File: src/rtl/lcfm_pkg.sv
// lcfm_pkg: constants and types for the led channel fault manager
// assumes one 250 MHz core clock and a 32-bit word register port with 4-bit addresses
package lcfm_pkg;
  localparam int unsigned CLK_MHZ        = 250;
  localparam int unsigned NCH            = 6;
  // deglitch and pwm timing, figures as printed
  localparam int unsigned OPEN_DG_NS     = 4000;
  localparam int unsigned SHORT_DG_NS    = 100;
  localparam int unsigned OPEN_DG_CYC    = (OPEN_DG_NS * CLK_MHZ + 999) / 1000;
  localparam int unsigned SHORT_DG_CYC   = (SHORT_DG_NS * CLK_MHZ + 999) / 1000;
  localparam int unsigned PWM_FREQ_HZ    = 1000;
  localparam int unsigned PWM_PERIOD_CYC = CLK_MHZ * 1000000 / PWM_FREQ_HZ;
  // delay ramp charge per cycle
  localparam logic [16:0] RAMP_STEP      = 17'h00001;
  // cycles after reset release before straps are caught
  localparam logic [1:0]  STRAP_LAST     = 2'h2;
  // register offsets
  localparam logic [3:0]  OFS_DELAY      = 4'h0;
  localparam logic [3:0]  OFS_DUTY       = 4'h4;
  localparam logic [3:0]  OFS_STATUS     = 4'h8;
  localparam logic [3:0]  OFS_EVENT      = 4'hc;
  // field widths, all fields at bit 0
  localparam int unsigned DELAY_W        = 16;
  localparam int unsigned DUTY_W         = 8;
  localparam logic [15:0] DELAY_RST      = 16'h0100;
  localparam logic [7:0]  DUTY_RST       = 8'h80;
  // fault kinds
  localparam int unsigned IX_OPEN        = 0;
  localparam int unsigned IX_OVC         = 1;
  localparam int unsigned IX_OT          = 2;
  localparam int unsigned NFLT           = 3;

  typedef enum logic [1:0] {
    Q_IDLE = 2'b00,
    Q_DGL  = 2'b01,
    Q_RAMP = 2'b11,
    Q_HOLD = 2'b10
  } lcfm_qstate_e;

  typedef struct packed {
    logic [2:0]     qual;
    logic           line_hi;
    logic           drive;
    logic           uv_en;
    logic [NCH-1:0] dis;
    logic [NCH-1:0] en;
  } lcfm_status_s;
endpackage : lcfm_pkg

File: src/rtl/lcfm_qual.sv
// lcfm_qual: deglitch then delay ramp for one fault flag
// assumes flag_i is already synchronous to clk_i
`timescale 1ns/1ps
module lcfm_qual #(
  parameter int unsigned DG_CYC = lcfm_pkg::SHORT_DG_CYC
) (
  input  wire logic        clk_i,
  input  wire logic        rstn_i,
  input  wire logic        clr_i,
  input  wire logic        flag_i,
  input  wire logic [15:0] thr_i,
  output logic             qual_o
);
  localparam int unsigned   DW      = $clog2(DG_CYC + 1);
  localparam logic [DW-1:0] DG_LAST = DW'(DG_CYC - 1);

  lcfm_pkg::lcfm_qstate_e st_r;
  logic [DW-1:0]          dg_r;
  logic [16:0]            ramp_r;

  generate
    if (DG_CYC < 1) begin : g_bad
      $error("lcfm_qual: DG_CYC must be at least 1");
    end
  endgenerate

  always_ff @(posedge clk_i or negedge rstn_i) begin
    if (!rstn_i) begin
      st_r   <= lcfm_pkg::Q_IDLE;
      dg_r   <= '0;
      ramp_r <= '0;
    end else if (clr_i || !flag_i) begin
      // abort: next occurrence starts from zero
      st_r   <= lcfm_pkg::Q_IDLE;
      dg_r   <= '0;
      ramp_r <= '0;
    end else begin
      case (st_r)
        lcfm_pkg::Q_IDLE: begin
          st_r <= lcfm_pkg::Q_DGL;
        end
        lcfm_pkg::Q_DGL: begin
          if (dg_r == DG_LAST) begin
            st_r <= lcfm_pkg::Q_RAMP;
          end else begin
            dg_r <= dg_r + DW'(1);
          end
        end
        lcfm_pkg::Q_RAMP: begin
          if (ramp_r + lcfm_pkg::RAMP_STEP >= {1'b0, thr_i}) begin
            st_r <= lcfm_pkg::Q_HOLD;
          end else begin
            ramp_r <= ramp_r + lcfm_pkg::RAMP_STEP;
          end
        end
        default: begin
          st_r <= lcfm_pkg::Q_HOLD;
        end
      endcase
    end
  end

  assign qual_o = (st_r == lcfm_pkg::Q_HOLD);
endmodule : lcfm_qual

File: src/rtl/lcfm_top.sv
// lcfm_top: fault supervision and channel enables of a six channel sink
// assumes async comparator pins, a wired open-drain fault line with pull-up
//
// Implementation choices: the address map and the address-and-strobe port.
`timescale 1ns/1ps
// Contract
// - fault line is open-drain: released when idle, pulled low on fault
// - sensed line high enables outputs, sensed low shuts them all off; the code keeps a visible open channel on
// - any device pulling the shared line low turns off all others; here a visible open channel stays on
// - open-led flag needs about 4 us deglitch before the delay
// - overcurrent or overtemperature needs about 100 ns deglitch
// - after deglitch a ramp runs to its threshold, then line asserts
// - power removal clears every fault report; normal after power returns
// - open-led reporting only while undervoltage enable is above threshold; tail mode can report an open held from a pwm fall before the drop
// - open-led reporting stays on until input drops 100 mV below
// - open channel stays on, others off, line asserts after delay
// - outside stop and tail the circuit powers down and clears report
// - on re-entry a lasting fault reasserts after delay, else all on
// - overcurrent turns all off, reports after delay, releases on clear
// - in stop mode a qualified fault reports after the total delay
// - in tail mode reporting depends on delay and dimming pwm
// - in tail mode faults are sampled only at pwm falling edge
// - a fault shorter than the programmed delay is never reported; tail mode holds one seen at pwm fall a period and can report it
// - channels grounded at power-up are disabled and never diagnosed
// - dimming pwm runs at fixed 1 kHz with programmable duty
module lcfm_top #(
  parameter int unsigned PWM_PERIOD_CYC = lcfm_pkg::PWM_PERIOD_CYC
) (
  input  wire logic                     CORE_CLK_I,
  input  wire logic                     RESETN_I,
  input  wire logic [3:0]               REG_ADDR_I,
  input  wire logic [31:0]              REG_WDATA_I,
  input  wire logic                     REG_WR_I,
  input  wire logic                     REG_RD_I,
  output logic      [31:0]              REG_RDATA_O,
  input  wire logic                     STOP_I,
  input  wire logic                     TAIL_I,
  input  wire logic [lcfm_pkg::NCH-1:0] OPEN_I,
  input  wire logic                     OVERCUR_I,
  input  wire logic                     OVERTEMP_I,
  input  wire logic                     UV_ABOVE_I,
  input  wire logic                     UV_BELOW_HYST_I,
  input  wire logic [lcfm_pkg::NCH-1:0] OUT_GND_I,
  input  wire logic                     FAULT_LINE_I,
  output logic                          FAULT_LINE_O,
  output logic                          FAULT_LINE_OE_O,
  output logic      [lcfm_pkg::NCH-1:0] CH_EN_O,
  output logic                          PWM_O
);
  localparam int unsigned NCH = lcfm_pkg::NCH;
  localparam int unsigned SW  = 2 * NCH + 7;
  localparam int unsigned PW  = $clog2(PWM_PERIOD_CYC);

  generate
    if (PWM_PERIOD_CYC < 2) begin : g_bad
      $error("lcfm_top: PWM_PERIOD_CYC must be at least 2");
    end
  endgenerate

  // pin synchroniser
  logic [SW-1:0] sync1_r;
  logic [SW-1:0] sync2_r;
  logic          stop_s;
  logic          tail_s;
  logic [NCH-1:0] open_s;
  logic          ovc_s;
  logic          ot_s;
  logic          uv_above_s;
  logic          uv_below_s;
  logic [NCH-1:0] gnd_s;
  logic          line_s;

  always_ff @(posedge CORE_CLK_I or negedge RESETN_I) begin
    if (!RESETN_I) begin
      sync1_r <= '0;
      sync2_r <= '0;
    end else begin
      sync1_r <= {FAULT_LINE_I, OUT_GND_I, UV_BELOW_HYST_I, UV_ABOVE_I,
                  OVERTEMP_I, OVERCUR_I, OPEN_I, TAIL_I, STOP_I};
      sync2_r <= sync1_r;
    end
  end

  assign {line_s, gnd_s, uv_below_s, uv_above_s,
          ot_s, ovc_s, open_s, tail_s, stop_s} = sync2_r;

  // power-up strap capture of grounded channels
  logic [1:0]     settle_r;
  logic           ready_r;
  logic [NCH-1:0] chan_dis_r;

  always_ff @(posedge CORE_CLK_I or negedge RESETN_I) begin
    if (!RESETN_I) begin
      settle_r   <= '0;
      ready_r    <= 1'b0;
      chan_dis_r <= '0;
    end else if (!ready_r) begin
      if (settle_r == lcfm_pkg::STRAP_LAST) begin
        ready_r    <= 1'b1;
        chan_dis_r <= gnd_s;
      end else begin
        settle_r <= settle_r + 2'h1;
      end
    end
  end

  // register file
  logic [15:0] dly_thr_r;
  logic [7:0]  duty_r;
  logic [2:0]  ev_r;
  logic [2:0]  ev_clr;
  logic [31:0] rdata_r;
  logic [31:0] rd_val;
  lcfm_pkg::lcfm_status_s status;

  always_ff @(posedge CORE_CLK_I or negedge RESETN_I) begin
    if (!RESETN_I) begin
      dly_thr_r <= lcfm_pkg::DELAY_RST;
      duty_r    <= lcfm_pkg::DUTY_RST;
    end else if (REG_WR_I) begin
      if (REG_ADDR_I == lcfm_pkg::OFS_DELAY) begin
        dly_thr_r <= REG_WDATA_I[lcfm_pkg::DELAY_W-1:0];
      end else if (REG_ADDR_I == lcfm_pkg::OFS_DUTY) begin
        duty_r <= REG_WDATA_I[lcfm_pkg::DUTY_W-1:0];
      end
    end
  end

  assign ev_clr = (REG_WR_I && REG_ADDR_I == lcfm_pkg::OFS_EVENT) ?
                  REG_WDATA_I[2:0] : 3'h0;

  always_comb begin
    rd_val = '0;
    if (REG_ADDR_I == lcfm_pkg::OFS_DELAY) begin
      rd_val = {16'h0000, dly_thr_r};
    end else if (REG_ADDR_I == lcfm_pkg::OFS_DUTY) begin
      rd_val = {24'h000000, duty_r};
    end else if (REG_ADDR_I == lcfm_pkg::OFS_STATUS) begin
      rd_val = 32'(status);
    end else if (REG_ADDR_I == lcfm_pkg::OFS_EVENT) begin
      rd_val = {29'h00000000, ev_r};
    end
  end

  always_ff @(posedge CORE_CLK_I or negedge RESETN_I) begin
    if (!RESETN_I) begin
      rdata_r <= '0;
    end else begin
      rdata_r <= REG_RD_I ? rd_val : 32'h00000000;
    end
  end

  assign REG_RDATA_O = rdata_r;

  // dimming pwm, fixed period
  logic [PW-1:0]   pwm_cnt_r;
  logic [PW+7:0]   on_lim;
  logic            pwm_on_r;
  logic            pwm_fall;

  assign on_lim = ((PW+8)'(PWM_PERIOD_CYC) * (PW+8)'(duty_r)) >> 8;

  always_ff @(posedge CORE_CLK_I or negedge RESETN_I) begin
    if (!RESETN_I) begin
      pwm_cnt_r <= '0;
      pwm_on_r  <= 1'b0;
    end else begin
      if (pwm_cnt_r == PW'(PWM_PERIOD_CYC - 1)) begin
        pwm_cnt_r <= '0;
      end else begin
        pwm_cnt_r <= pwm_cnt_r + PW'(1);
      end
      pwm_on_r <= {8'h00, pwm_cnt_r} < on_lim;
    end
  end

  assign PWM_O = pwm_on_r;

  logic pwm_prev_r;

  always_ff @(posedge CORE_CLK_I or negedge RESETN_I) begin
    if (!RESETN_I) begin
      pwm_prev_r <= 1'b0;
    end else begin
      pwm_prev_r <= pwm_on_r;
    end
  end

  assign pwm_fall = pwm_prev_r && !pwm_on_r;

  // open-led reporting enable with hysteresis
  logic uv_en_r;

  always_ff @(posedge CORE_CLK_I or negedge RESETN_I) begin
    if (!RESETN_I) begin
      uv_en_r <= 1'b0;
    end else if (uv_above_s) begin
      uv_en_r <= 1'b1;
    end else if (uv_below_s) begin
      uv_en_r <= 1'b0;
    end
  end

  // detection and tail sampling
  logic           active;
  logic           tail_only;
  logic [NCH-1:0] open_vis;
  logic [2:0]     det;
  logic [2:0]     smp_r;
  logic [2:0]     qin;
  logic [2:0]     qual;

  assign active    = ready_r && (stop_s || tail_s);
  assign tail_only = tail_s && !stop_s;
  assign open_vis  = open_s & ~chan_dis_r & {NCH{uv_en_r}};
  assign det       = {ot_s, ovc_s, |open_vis};

  always_ff @(posedge CORE_CLK_I or negedge RESETN_I) begin
    if (!RESETN_I) begin
      smp_r <= '0;
    end else if (!active) begin
      smp_r <= '0;
    end else if (pwm_fall) begin
      smp_r <= det;
    end
  end

  // stop uses live flags, tail the sampled ones
  assign qin = active ? (tail_only ? smp_r : det) : 3'h0;

  generate
    for (genvar g = 0; g < lcfm_pkg::NFLT; g++) begin : g_flt
      localparam int unsigned DG = (g == lcfm_pkg::IX_OPEN) ?
                                   lcfm_pkg::OPEN_DG_CYC : lcfm_pkg::SHORT_DG_CYC;
      logic [31:0] run_r;

      lcfm_qual #(
        .DG_CYC (DG)
      ) u_qual (
        .clk_i  (CORE_CLK_I),
        .rstn_i (RESETN_I),
        .clr_i  (!active),
        .flag_i (qin[g]),
        .thr_i  (dly_thr_r),
        .qual_o (qual[g])
      );

      // helper: cycles the qualifier input has stood high
      always_ff @(posedge CORE_CLK_I or negedge RESETN_I) begin
        if (!RESETN_I) begin
          run_r <= '0;
        end else if (!qin[g]) begin
          run_r <= '0;
        end else if (run_r != 32'hffffffff) begin
          run_r <= run_r + 32'h00000001;
        end
      end

      chk_qual_delay: assert property (
        @(posedge CORE_CLK_I) disable iff (!RESETN_I)
        $rose(qual[g]) |-> run_r >= DG + 32'(dly_thr_r)
      ) else $error("fault reported before deglitch and delay elapsed");
    end
  endgenerate

  // line drive and event log
  logic       drive_r;
  logic [2:0] qual_prev_r;

  always_ff @(posedge CORE_CLK_I or negedge RESETN_I) begin
    if (!RESETN_I) begin
      drive_r <= 1'b0;
    end else begin
      drive_r <= |qual;
    end
  end

  assign FAULT_LINE_O    = 1'b0;
  assign FAULT_LINE_OE_O = drive_r;

  always_ff @(posedge CORE_CLK_I or negedge RESETN_I) begin
    if (!RESETN_I) begin
      qual_prev_r <= '0;
      ev_r        <= '0;
    end else begin
      qual_prev_r <= qual;
      // new reports win over a clear in the same cycle
      ev_r <= (ev_r & ~ev_clr) | (qual & ~qual_prev_r);
    end
  end

  // channel enables
  logic [NCH-1:0] ch_en_nxt;
  logic [NCH-1:0] ch_en_r;
  logic [NCH-1:0] dim;

  assign dim = {NCH{!tail_only || pwm_on_r}};

  always_comb begin
    ch_en_nxt = '0;
    if (!active || ovc_s || ot_s) begin
      ch_en_nxt = '0;
    end else if (open_vis != '0) begin
      ch_en_nxt = open_vis & dim;
    end else if (line_s) begin
      ch_en_nxt = ~chan_dis_r & dim;
    end
  end

  always_ff @(posedge CORE_CLK_I or negedge RESETN_I) begin
    if (!RESETN_I) begin
      ch_en_r <= '0;
    end else begin
      ch_en_r <= ch_en_nxt;
    end
  end

  assign CH_EN_O = ch_en_r;

  assign status.qual    = qual;
  assign status.line_hi = line_s;
  assign status.drive   = drive_r;
  assign status.uv_en   = uv_en_r;
  assign status.dis     = chan_dis_r;
  assign status.en      = ch_en_r;

  chk_line_drive: assert property (
    @(posedge CORE_CLK_I) disable iff (!RESETN_I)
    (|qual) |=> FAULT_LINE_OE_O && !FAULT_LINE_O
  ) else $error("qualified fault did not pull the line");

  chk_line_low_off: assert property (
    @(posedge CORE_CLK_I) disable iff (!RESETN_I)
    (!line_s && open_vis == '0) |=> CH_EN_O == '0
  ) else $error("outputs on while shared line reads low");

  chk_uv_gate: assert property (
    @(posedge CORE_CLK_I) disable iff (!RESETN_I)
    (!uv_en_r && !uv_above_s && !tail_only) |=> !qual[lcfm_pkg::IX_OPEN]
  ) else $error("open fault qualified while reporting disabled");

  chk_uv_hyst: assert property (
    @(posedge CORE_CLK_I) disable iff (!RESETN_I)
    (uv_en_r && !uv_below_s) |=> uv_en_r
  ) else $error("open reporting dropped above hysteresis level");

  chk_open_keep: assert property (
    @(posedge CORE_CLK_I) disable iff (!RESETN_I)
    (active && !tail_only && !ovc_s && !ot_s && open_vis != '0)
      |=> CH_EN_O == $past(open_vis)
  ) else $error("open channel not kept alone on");

  chk_idle_clear: assert property (
    @(posedge CORE_CLK_I) disable iff (!RESETN_I)
    !active |=> (CH_EN_O == '0) ##1 !FAULT_LINE_OE_O
  ) else $error("idle device still reports or drives");

  chk_ovc_off: assert property (
    @(posedge CORE_CLK_I) disable iff (!RESETN_I)
    ovc_s |=> CH_EN_O == '0
  ) else $error("channels on during overcurrent");

  chk_tail_sample: assert property (
    @(posedge CORE_CLK_I) disable iff (!RESETN_I)
    (active && !pwm_fall) |=> $stable(smp_r)
  ) else $error("tail sample changed off the pwm falling edge");

  chk_strap_mask: assert property (
    @(posedge CORE_CLK_I) disable iff (!RESETN_I)
    (CH_EN_O & chan_dis_r) == '0
  ) else $error("grounded channel enabled");
endmodule : lcfm_top

File: config.mk
export PLATFORM = sky130hd
export DESIGN_NAME = lcfm_top
export DESIGN_NICKNAME = d
export VERILOG_FILES = /design/src/rtl/lcfm_pkg.sv /design/src/rtl/lcfm_qual.sv /design/src/rtl/lcfm_top.sv
export SDC_FILE = /design/constraint.sdc
export NUM_CORES = 1
export LEC_CHECK = 0
export ABC_CLOCK_PERIOD_IN_PS = 4840
export BUFFER_PORTS_ARGS = -buffer_cell sky130_fd_sc_hd__buf_2
export CORE_UTILIZATION = 55
export CTS_CLUSTER_DIAMETER = 150
export DETAILED_ROUTE_END_ITERATION = 7
export PLACE_DENSITY = 0.77
export SYNTH_ARGS = -nofsm -noshare
export SYNTH_HDL_FRONTEND = slang
export SYNTH_SLANG_ARGS = --single-unit
File: constraint.sdc
create_clock -name CORE_CLK_I -period 4.84 [get_ports CORE_CLK_I]
set_input_delay 0.242 -clock CORE_CLK_I [delete_from_list [all_inputs] [get_ports CORE_CLK_I]]
set_output_delay 0.242 -clock CORE_CLK_I [all_outputs]
set_load 0.005 [all_outputs]
==> out/results.tsv, run 1 <==
metric	value	unit
MaxCap Viol Count	0	
fill count	1744	
vias in the first global route	8918	
leakage	6.58	nW
worst r2r src	duty_r[4]	
Placed Area	12800	µm²
Async SR Flop Fraction	1.00	
FF+latch area	5080	µm²
Fin. Hold Viols	0	
initial drt markers	550	
Root Buffer Master	clkbuf_16	
global route overflow	0	
drt first pass iters	5	
Worst Path Buf+Inv	3	
multi-input logic area	6650	µm²
via count	9209	
hold_sp	REG_WDATA_I[3]	
Final min period	4.61	ns
unrepaired setup endpoints after global routing	no	
CTS Sinks	203	
Final Power	0.00663	W
Max FO, Critical Path	6	
distinct cell type count after synthesis	77	
DIE AREA	22900	µm²
register area share after synthesis	0.415	
Pwr per Cell Area	476	nW/µm²
routability congestion estimate	0.854	
Die H	151	µm
CP delay by family, top	adder cells	
final slew viol count	0	
Endpoint, Worst Hold	dly_thr_r[3]	
worst stage delay on the critical path	0.53	ns
Synth top area share	0.410	
crit path cell chain	fa_1 > ha_1 > fa_1 > inv_1 > fa_1 > inv_1 > ha_2 > nand4_1 > o221a_2 > o21a_1 > o21ai_1 > xnor2_1 > ha_1 > o21a_1 > o21ai_1 > inv_1 > a311oi_2	
WHS Path Cells	2	
routed len/inst	16.4	µm
final worst path period share	0.953	
Post-synth EDFFs	0	
worst slew pin tran	1.00	ns
GRT Total Usage	0.242	
Reg clk slew, reported paths	0.06	ns
CTS buffer count	22	
reg-to-reg critical path endpoint	PWM_O	
largest net degree at the start of global routing	117	
clk buf depth	3	
WS Path Type	reg2reg	
largest family of logic cells by synthesized area	adder cells	
slew margin rel.	0.330	
fmax	217	MHz
Die W	151	µm
worst vdd ir	462	µV
layout cell share with drive strength beyond 1	0.128	
Clock Latency Late Sink	0.51	ns
Fin Setup TNS	0	ns
core area	21800	µm²
Hold Crit Class	in2reg	
Ys Warns	0	
Ports	100	
synthesized flop and latch total	203	
post-synthesis mux area share	0.0379	
post-DR vias/cell	5.69	
Syn-to-layout area delta	13.6	%
fin area	13900	µm²
H-Tree Depth	1	
final setup skew	0.00970	ns
Startpoint Class	flop	
first-pass GRT wire length	43600	µm
Inserted Diodes	0	
post-synthesis compound-gate area fraction	0.113	
DR DRC count	0	
critical path's slowest cell	fa_1	
status	completed	
post-synthesis simple-gate area fraction	0.158	
Final ANT Viol Nets	0	
Post-synth top flop	dfrtp_1	
Port Buffers	68	
Worst Path Arrival	5.03	ns
CP required	5.25	ns
Synth Area per Inst	10.0	µm²
Starting Density	0.562	
TritonCTS clock tree	yes	
xor/xnor cell area share of the yosys netlist	0.0671	
synthesized cell area	12300	µm²
Nets	1528	
Synth area leader	dfrtp_1	
Mapped Cells	1220	
DP Wirelength	19300	µm
final WL	26500	µm
Synth area leaders	dfrtp_1 41%, ha_1 13%, xnor2_1 3.9%	
Worst Setup End Kind	flop	
Adder-Cell Fraction of Synth Area	0.159	
flop-to-flop setup slack	0.23	ns
cell count of the worst reg-to-reg path	17	
antenna violations before repair	0	
# setup viols final	0	
Rows	54	
power by group:
part	internal, W	switching, W
clock network	0.00107	0.000685
logic	0.00137	0.00164
registers	0.00178	0.0000858
total	0.00422	0.00241
logic make-up after synthesis:
family / after synthesis
AND/OR/NAND/NOR: 374
AO/OA/AOI/OAI: 226
flip-flops: 203
adder cells (fa/ha/maj): 146
buffers and inverters: 136
XOR/XNOR: 94
multiplexers: 40
other: 1
worst max-delay path by stage:
stage / from / end / slack, ns / cells past startpoint
after CTS: duty_r[2] / PWM_O / 0.04 / 17
after global routing: duty_r[4] / PWM_O / 0.01 / 17
after detailed placement: duty_r[7] / PWM_O / 0.03 / 16
final: duty_r[4] / PWM_O / 0.23 / 17
after global placement: duty_r[2] / PWM_O / 0.20 / 17
after floorplan: duty_r[2] / PWM_O / 0.26 / 17
synth_stat cells, types with 3 or more instances:
library cell / n
and4_1: 6
nand2_1: 86
a31oi_1: 4
mux2_2: 21
nand2b_1: 7
nand3_1: 45
dfrtp_1: 201
nor4_1: 3
and2_1: 6
nor2b_1: 9
o21a_1: 7
nor2_1: 89
mux2i_1: 16
nor3_1: 10
or2_2: 5
a21o_1: 9
nor3b_1: 3
or3_1: 27
o21ai_0: 58
xor2_1: 39
and3_1: 13
a211oi_1: 14
mux4_2: 3
a22o_1: 4
ha_1: 129
xnor2_1: 55
clkbuf_1: 22
buf_2: 5
or4_1: 16
fa_1: 17
inv_1: 89
buf_4: 16
nand4_1: 28
o31ai_1: 17
o211ai_1: 3
a21oi_1: 84
o22ai_1: 3
placed cells by master, fill, tap and decap left out, types with 4 or more instances in the layout:
master	count
buf_2	67
and3_1	13
nor2_1	89
nor2b_1	9
nand2_1	86
conb_1	15
o21a_1	7
and4_1	6
a211oi_1	13
fa_1	16
nor3_1	10
nand3_1	45
nand2b_1	7
mux2_2	21
or3_1	27
dlygate4sd3_1	33
xnor2_1	55
buf_4	11
a31oi_1	4
dfrtp_1	200
inv_1	89
or2_2	5
nand4_1	28
clkinv_2	6
mux2i_1	16
o21ai_1	4
clkbuf_8	4
o21ai_0	55
a21o_1	9
ha_1	127
o31ai_1	17
a22o_1	4
a21oi_1	84
and2_1	6
or4_1	16
xor2_1	39
clkbuf_16	23
layout make-up:
class,count,area share
clock buffer,29,0.0451
clock inverter,10,0.00916
inverter,89,0.0240
multi-input combinational,895,0.477
sequential,203,0.365
tap,280,0.0251
timing repair buffer,112,0.0547
sequential cells by signal, summed over array words and instances, names as in the netlist, 8 cells and up:
name,count
REG_RDATA_O,18
dly_thr_r,16
duty_r,8
g_flt.u_qual.dg_r,20
g_flt.u_qual.ramp_r,51
pwm_cnt_r,18
sync1_r,19
sync2_r,19
stage by stage:
stage	setup slack [ns]	utilization	hold WS, ns	cells
6_report	0.226	0.638	0.0172	1618
5_1_grt	0.0116	0.638	0.00470	1618
4_1_cts	0.0360	0.638	0.000899	1618
3_5_place_dp	0.0348	0.587	0.335	1544
3_3_place_gp	0.205	0.587	0.333	1544
2_1_floorplan	0.261	-	-0.0536	1234
layer usage:
metal / vias up / global-route usage / routed length, µm
met5: - / 0 / 0
met4: 0 / 0.0715 / 588
met3: 44 / 0.0340 / 1520
met2: 214 / 0.392 / 12200
met1: 4466 / 0.337 / 12200
li1: 4485 / - / -
repair_timing:
| action | 4_1_cts | 5_1_grt |
|---|---|---|
| setup endpoints to repair | 1 | 1 |
| hold buffers | 33 | 0 |
| hold endpoints to repair | 149 | 0 |
| gates resized for setup | 0 | 10 |
| buffers inserted | 2 | 0 |
| pin swaps | 0 | 4 |
(Power assumes the default switching activity.)
==> run 2, diff against run 1 <==
ABC_AREA = 1   (was not set)
CORE_UTILIZATION = 45   (was 55)
CTS_CLUSTER_DIAMETER = 80   (was 150)
PLACE_DENSITY = 0.65   (was 0.77)
==> out/results.tsv, run 2 <==
metric	value	unit
status	completed	
most instantiated cells after synthesis	278 x nand2_1, 240 x inv_1, 201 x dfrtp_1	
most numerous cell in the Yosys netlist	nand2_1	
Rows	60	
worst stage delay on the critical path	0.65	ns
leakage	7.68	nW
Die W	169	µm
Die H	169	µm
H-Tree Depth	1	
Pwr per Cell Area	417	nW/µm²
Worst Setup End Kind	flop	
Post CTS Setup Buffer Count	0	
Core Util, Final	0.529	
DP Wirelength	21900	µm
reg-to-reg critical path endpoint	PWM_O	
Startpoint Class	flop	
worst r2r src	duty_r[7]	
Post-synth top flop	dfrtp_1	
most frequent cells in the layout	278 x nand2_1, 240 x inv_1, 201 x dfrtp_1	
CP required	5.24	ns
Syn-to-layout area delta	14.2	%
flop-to-flop setup slack	0.32	ns
synthesized flop and latch total	203	
DR DRC count	0	
Fin Setup TNS	0	ns
Largest register FFs	51	
Async SR Flop Fraction	1.00	
register area share after synthesis	0.403	
routability congestion estimate	0.899	
final worst path period share	0.934	
Fin. Hold Viols	0	
clk buf depth	3	
MaxCap Viol Count	0	
WS Path Type	reg2reg	
slew margin rel.	0.279	
DIE AREA	28700	µm²
CTS buffer count	25	
unrepaired setup endpoints after global routing	no	
cell count of the worst reg-to-reg path	18	
worst slew pin tran	1.08	ns
final WL	29300	µm
Mapped Cells	1515	
Hold Crit Class	in2reg	
synthesized cell area	12600	µm²
Synth area leaders	dfrtp_1 40%, ha_1 13%, nand2_1 8.3%	
CTS Sinks	203	
first-pass GRT wire length	48800	µm
Post-synth EDFFs	0	
final slew viol count	0	
Ports	100	
crit path capture	PWM_O	
filler-free cell count of the finished design	2010	
largest net degree at the start of global routing	113	
Port Buffers	68	
routed len/inst	14.6	µm
Worst Path Arrival	4.92	ns
# setup viols final	0	
commonest non-fill, non-tap cell in the layout	nand2_1	
Nets	1825	
Reg clk slew, reported paths	0.06	ns
FF+latch area	5080	µm²
Max FO, Critical Path	9	
antenna violations before repair	1	
initial drt markers	737	
CP Launch Point	duty_r[7]	
layout cell share with drive strength beyond 1	0.0880	
post-DR vias/cell	5.10	
Synth area leader	dfrtp_1	
Clock Latency Late Sink	0.53	ns
GRT Total Usage	0.212	
Synth Area per Inst	8.33	µm²
Synth top area share	0.399	
multi-input logic area	6450	µm²
crit path cell chain	fa_1 > fa_1 > fa_1 > ha_1 > ha_1 > a21oi_1 > o31ai_1 > a21oi_1 > nand2_1 > xor2_1 > ha_1 > nand2_1 > inv_1 > nand3_1 > nor3_2 > nand3_1 > nor2_1 > a211oi_1	
register bank with the most flops	g_flt.u_qual.ramp_r	
worst vdd ir	309	µV
dpl cells	1936	
vias in the first global route	9988	
fill count	2572	
TritonCTS clock tree	yes	
fmax	221	MHz
drt first pass iters	5	
Starting Density	0.463	
Final min period	4.52	ns
via count	10200	
Final ANT Viol Nets	0	
top flop regs	g_flt.u_qual.ramp_r (51), g_flt.u_qual.dg_r (20)	
final setup skew	0.00885	ns
global route overflow	0	
core area	27300	µm²
critical path's slowest cell	dfstp_2	
Root Buffer Master	clkbuf_16	
distinct cell type count after synthesis	49	
Ys Warns	0	
## run 2: changes by cell type in the layout (fill, tap and decap cells not counted), moves of 14 or more
cell and change:
xnor2_1 -35, nand3_1 +68, mux2i_1 -16, nor2_1 +40, mux2_2 -21, o21ai_0 +30
a21oi_1 -18, or3_1 -27, nor3_1 +14, inv_1 +151, or4_1 -16, nand2_1 +192
## run 2: worst min-delay path by stage
stage / depth (start not counted) / to / start
5_1_grt: 3 / dly_thr_r[6] / REG_WDATA_I[6]
3_3_place_gp: 0 / sync2_r[18] / sync1_r[18]
3_5_place_dp: 0 / sync2_r[10] / sync1_r[10]
2_1_floorplan: 0 / CH_EN_O[0] / RESETN_I
4_1_cts: 3 / dly_thr_r[6] / REG_WDATA_I[6]
6_report: 3 / dly_thr_r[6] / REG_WDATA_I[6]
## run 2: cell type report
type                            instances  share of cell area
Antenna cell                            1            0.000174
Clock buffer                           33              0.0476
Clock inverter                         11             0.00712
Inverter                              243              0.0633
Multi-Input combinational cell       1042               0.447
Sequential cell                       203               0.353
Tap cell                              372              0.0323
Timing Repair Buffer                  105              0.0494
## run 2: routing by layer
layer  part of all wire  global-route usage
met4              0.022              0.0580
met5                  0                   0
met2               0.47               0.357
met3              0.046              0.0303
met1               0.46               0.286
## run 2: cells by family after synthesis
group | after synthesis | share of synthesized area
buffers and inverters | 284 | 0.0912
xor gates and xnor gates | 56 | 0.0389
other | 1 | 0.000297
DFF | 203 | 0.403
and+or+nand+nor | 619 | 0.219
adders and majority gates | 146 | 0.155
AOI/OAI and AO/OA | 206 | 0.0930
## run 2: what timing repair did
action                     4_1_cts  5_1_grt
setup endpoints to repair        0        1
resized for setup                0        2
hold endpoints to repair       119        0
hold buffers                    29        0
## run 2: stage by stage
step	instance area [µm²]	total power [W]	setup slack [ns]	hold slack [ns]
6_report	14400	0.00602	0.321	0.0318
5_1_grt	14400	0.00654	0.00519	0.0405
4_1_cts	14400	0.00607	0.240	0.0125
3_5_place_dp	13300	0.00423	0.241	0.335
3_3_place_gp	13300	0.00417	0.313	0.333
2_1_floorplan	12700	0.00368	0.539	-0.0536
## run 2: power by group
part | leakage [nW] | internal [W] | switching [W] | total [W]
Sequential | 2.62 | 0.00181 | 0.0000925 | 0.00190
Combinational | 4.67 | 0.000887 | 0.00144 | 0.00232
Clock | 0.396 | 0.00106 | 0.000734 | 0.00179
Total | 7.68 | 0.00375 | 0.00226 | 0.00602
## run 2: critical path, delay by kind of cell (launching register included)
| kind | cells | cell delay (ns) |
|---|---|---|
| fa+ha+maj | 6 | 2.42 |
| buf+inv | 1 | 0.06 |
| xor+xnor | 1 | 0.14 |
| compound gates | 4 | 0.52 |
| flops | 1 | 0.65 |
| simple gates | 6 | 0.60 |
==> run 3, diff against run 2 <==
CELL_PAD_IN_SITES_DETAIL_PLACEMENT = 0   (was not set)
CELL_PAD_IN_SITES_GLOBAL_PLACEMENT = 1   (was not set)
CORE_UTILIZATION = 42   (was 45)
PLACE_DENSITY = 0.78   (was 0.65)
==> out/results.tsv, run 3 (synthesis results as in run 2) <==
metric	value	unit
final worst path period share	0.937	
register bank with the most flops	g_flt.u_qual.ramp_r	
fmax	220	MHz
H-Tree Depth	1	
status	completed	
WS Path Type	reg2reg	
final setup skew	0.0347	ns
Largest register FFs	51	
Starting Density	0.426	
final slew viol count	0	
Pwr per Cell Area	421	nW/µm²
Worst Path Arrival	4.96	ns
switch share	0.382	
CTS Sinks	203	
core area	29600	µm²
MaxCap Viol Count	0	
worst vdd ir	288	µV
top flop regs	g_flt.u_qual.ramp_r (51), g_flt.u_qual.dg_r (20)	
CTS buffer count	24	
Die H	175	µm
TritonCTS clock tree	yes	
clk buf depth	3	
leakage	7.67	nW
antenna violations before repair	2	
commonest non-fill, non-tap cell in the layout	nand2_1	
CP required	5.27	ns
via count	10200	
unrepaired setup endpoints after global routing	no	
Final ANT Viol Nets	0	
Worst Setup End Kind	flop	
drt first pass iters	5	
vias in the first global route	9895	
Nets	1825	
DR DRC count	0	
DIE AREA	30700	µm²
# setup viols final	0	
Root Buffer Master	clkbuf_16	
slew margin rel.	0.260	
Clk pwr share	0.297	
Fin. Hold Viols	0	
Fin Setup TNS	0	ns
Final min period	4.54	ns
Syn-to-layout area delta	14.5	%
DP Wirelength	22100	µm
register share of total power	0.313	
routed len/inst	14.8	µm
GRT Total Usage	0.202	
Reg clk slew, reported paths	0.06	ns
Clock Latency Late Sink	0.55	ns
Rows	63	
largest net degree at the start of global routing	129	
final WL	30100	µm
Ports	100	
initial drt markers	719	
routability congestion estimate	0.849	
Startpoint Class	flop	
layout cell share with drive strength beyond 1	0.0874	
most frequent cells in the layout	278 x nand2_1, 240 x inv_1, 201 x dfrtp_1	
Max FO, Critical Path	9	
Post CTS Setup Buffer Count	0	
fill count	2914	
Port Buffers	68	
global route overflow	0	
Die W	175	µm
post-DR vias/cell	5.03	
P_sw	0.00233	W
Hold Crit Class	in2reg	
first-pass GRT wire length	49900	µm
Final Power	0.00609	W
worst slew pin tran	1.11	ns
Combinational Power Share	0.390	
internal power	0.00376	W
==> run 3: cell count changes in the layout (fill, tap and decap cells not counted), sizes merged <==
cell / change
dlygate4sd3: +1
clkinv: -1
diode: +1
bufinv: +1
clkinvlp: +4
inv: -3
clkbuf: -3
==> run 3: layer usage <==
metal | share of wire | global-route usage
met5 | 0 | 0
met4 | 0.017 | 0.0518
met3 | 0.033 | 0.0245
met2 | 0.47 | 0.340
met1 | 0.48 | 0.276
==> run 3: stage by stage <==
stage | util | instance area [µm²] | setup WS [ns] | hold slack, ns | cells
floorplan | - | 12700 | 0.539 | -0.0536 | 1529
global placement | 0.450 | 13300 | 0.304 | 0.311 | 1954
detailed placement | 0.450 | 13300 | 0.260 | 0.309 | 1954
CTS | 0.487 | 14400 | 0.257 | 0.0126 | 2026
global route | 0.488 | 14500 | 0.0799 | 0.0392 | 2028
finish | 0.488 | 14500 | 0.303 | 0.0374 | 2028
==> run 3: power by group through the flow <==
stage / clock network, W / logic, W / registers (W)
6_report: 0.00181 / 0.00238 / 0.00190
5_1_grt: 0.00192 / 0.00278 / 0.00192
4_1_cts: 0.00187 / 0.00238 / 0.00190
2_1_floorplan: 0 / 0.00177 / 0.00191
3_5_place_dp: 0 / 0.00233 / 0.00193
3_3_place_gp: 0 / 0.00229 / 0.00193
==> run 3: critical path, stage by stage (launching register included) <==
cell and delay [ns]:
dfstp_2 0.66, fa_1 0.49, fa_1 0.50, fa_1 0.49, ha_1 0.31, ha_1 0.39, nand2_1 0.13, nor3_1 0.24
a21oi_1 0.12, nand2_1 0.10, xor2_1 0.06, ha_1 0.31, nand2_1 0.05, inv_1 0.05, nand3_1 0.10, nor3_2 0.17
nand3_1 0.09, nor2_1 0.09, a211oi_1 0.06
==> run 3: final timing paths <==
kind / slack [ns] / from / cells past startpoint / end
min: 0.04 / REG_WDATA_I[6] / 3 / duty_r[6]
min in group asynchronous: 0.26 / RESETN_I / 2 / pwm_cnt_r[15]
max: 0.30 / duty_r[7] / 18 / PWM_O
max reg2reg: 0.30 / duty_r[7] / 18 / PWM_O
max in group asynchronous: 3.45 / RESETN_I / 3 / g_flt[1].u_qual.ramp_r[16]
min reg2reg: 0.34 / sync1_r[14] / 0 / sync2_r[14]
==> run 3: area by class of cell <==
cell class | count | area, µm² | share of cell area
Timing Repair Buffer | 106 | 722 | 0.0500
Clock buffer | 30 | 643 | 0.0445
Inverter | 243 | 912 | 0.0631
Clock inverter | 12 | 149 | 0.0103
Multi-Input combinational cell | 1042 | 6450 | 0.446
Antenna cell | 2 | 5.00 | 0.000346
Sequential cell | 203 | 5080 | 0.352
Tap cell | 390 | 488 | 0.0338
==> run 3: repair_timing <==
action | 4_1_cts | 5_1_grt
hold buffers | 30 | 0
resized for setup | 0 | 2
endpoints found under the setup margin | 0 | 1
endpoints found under the hold margin | 102 | 0
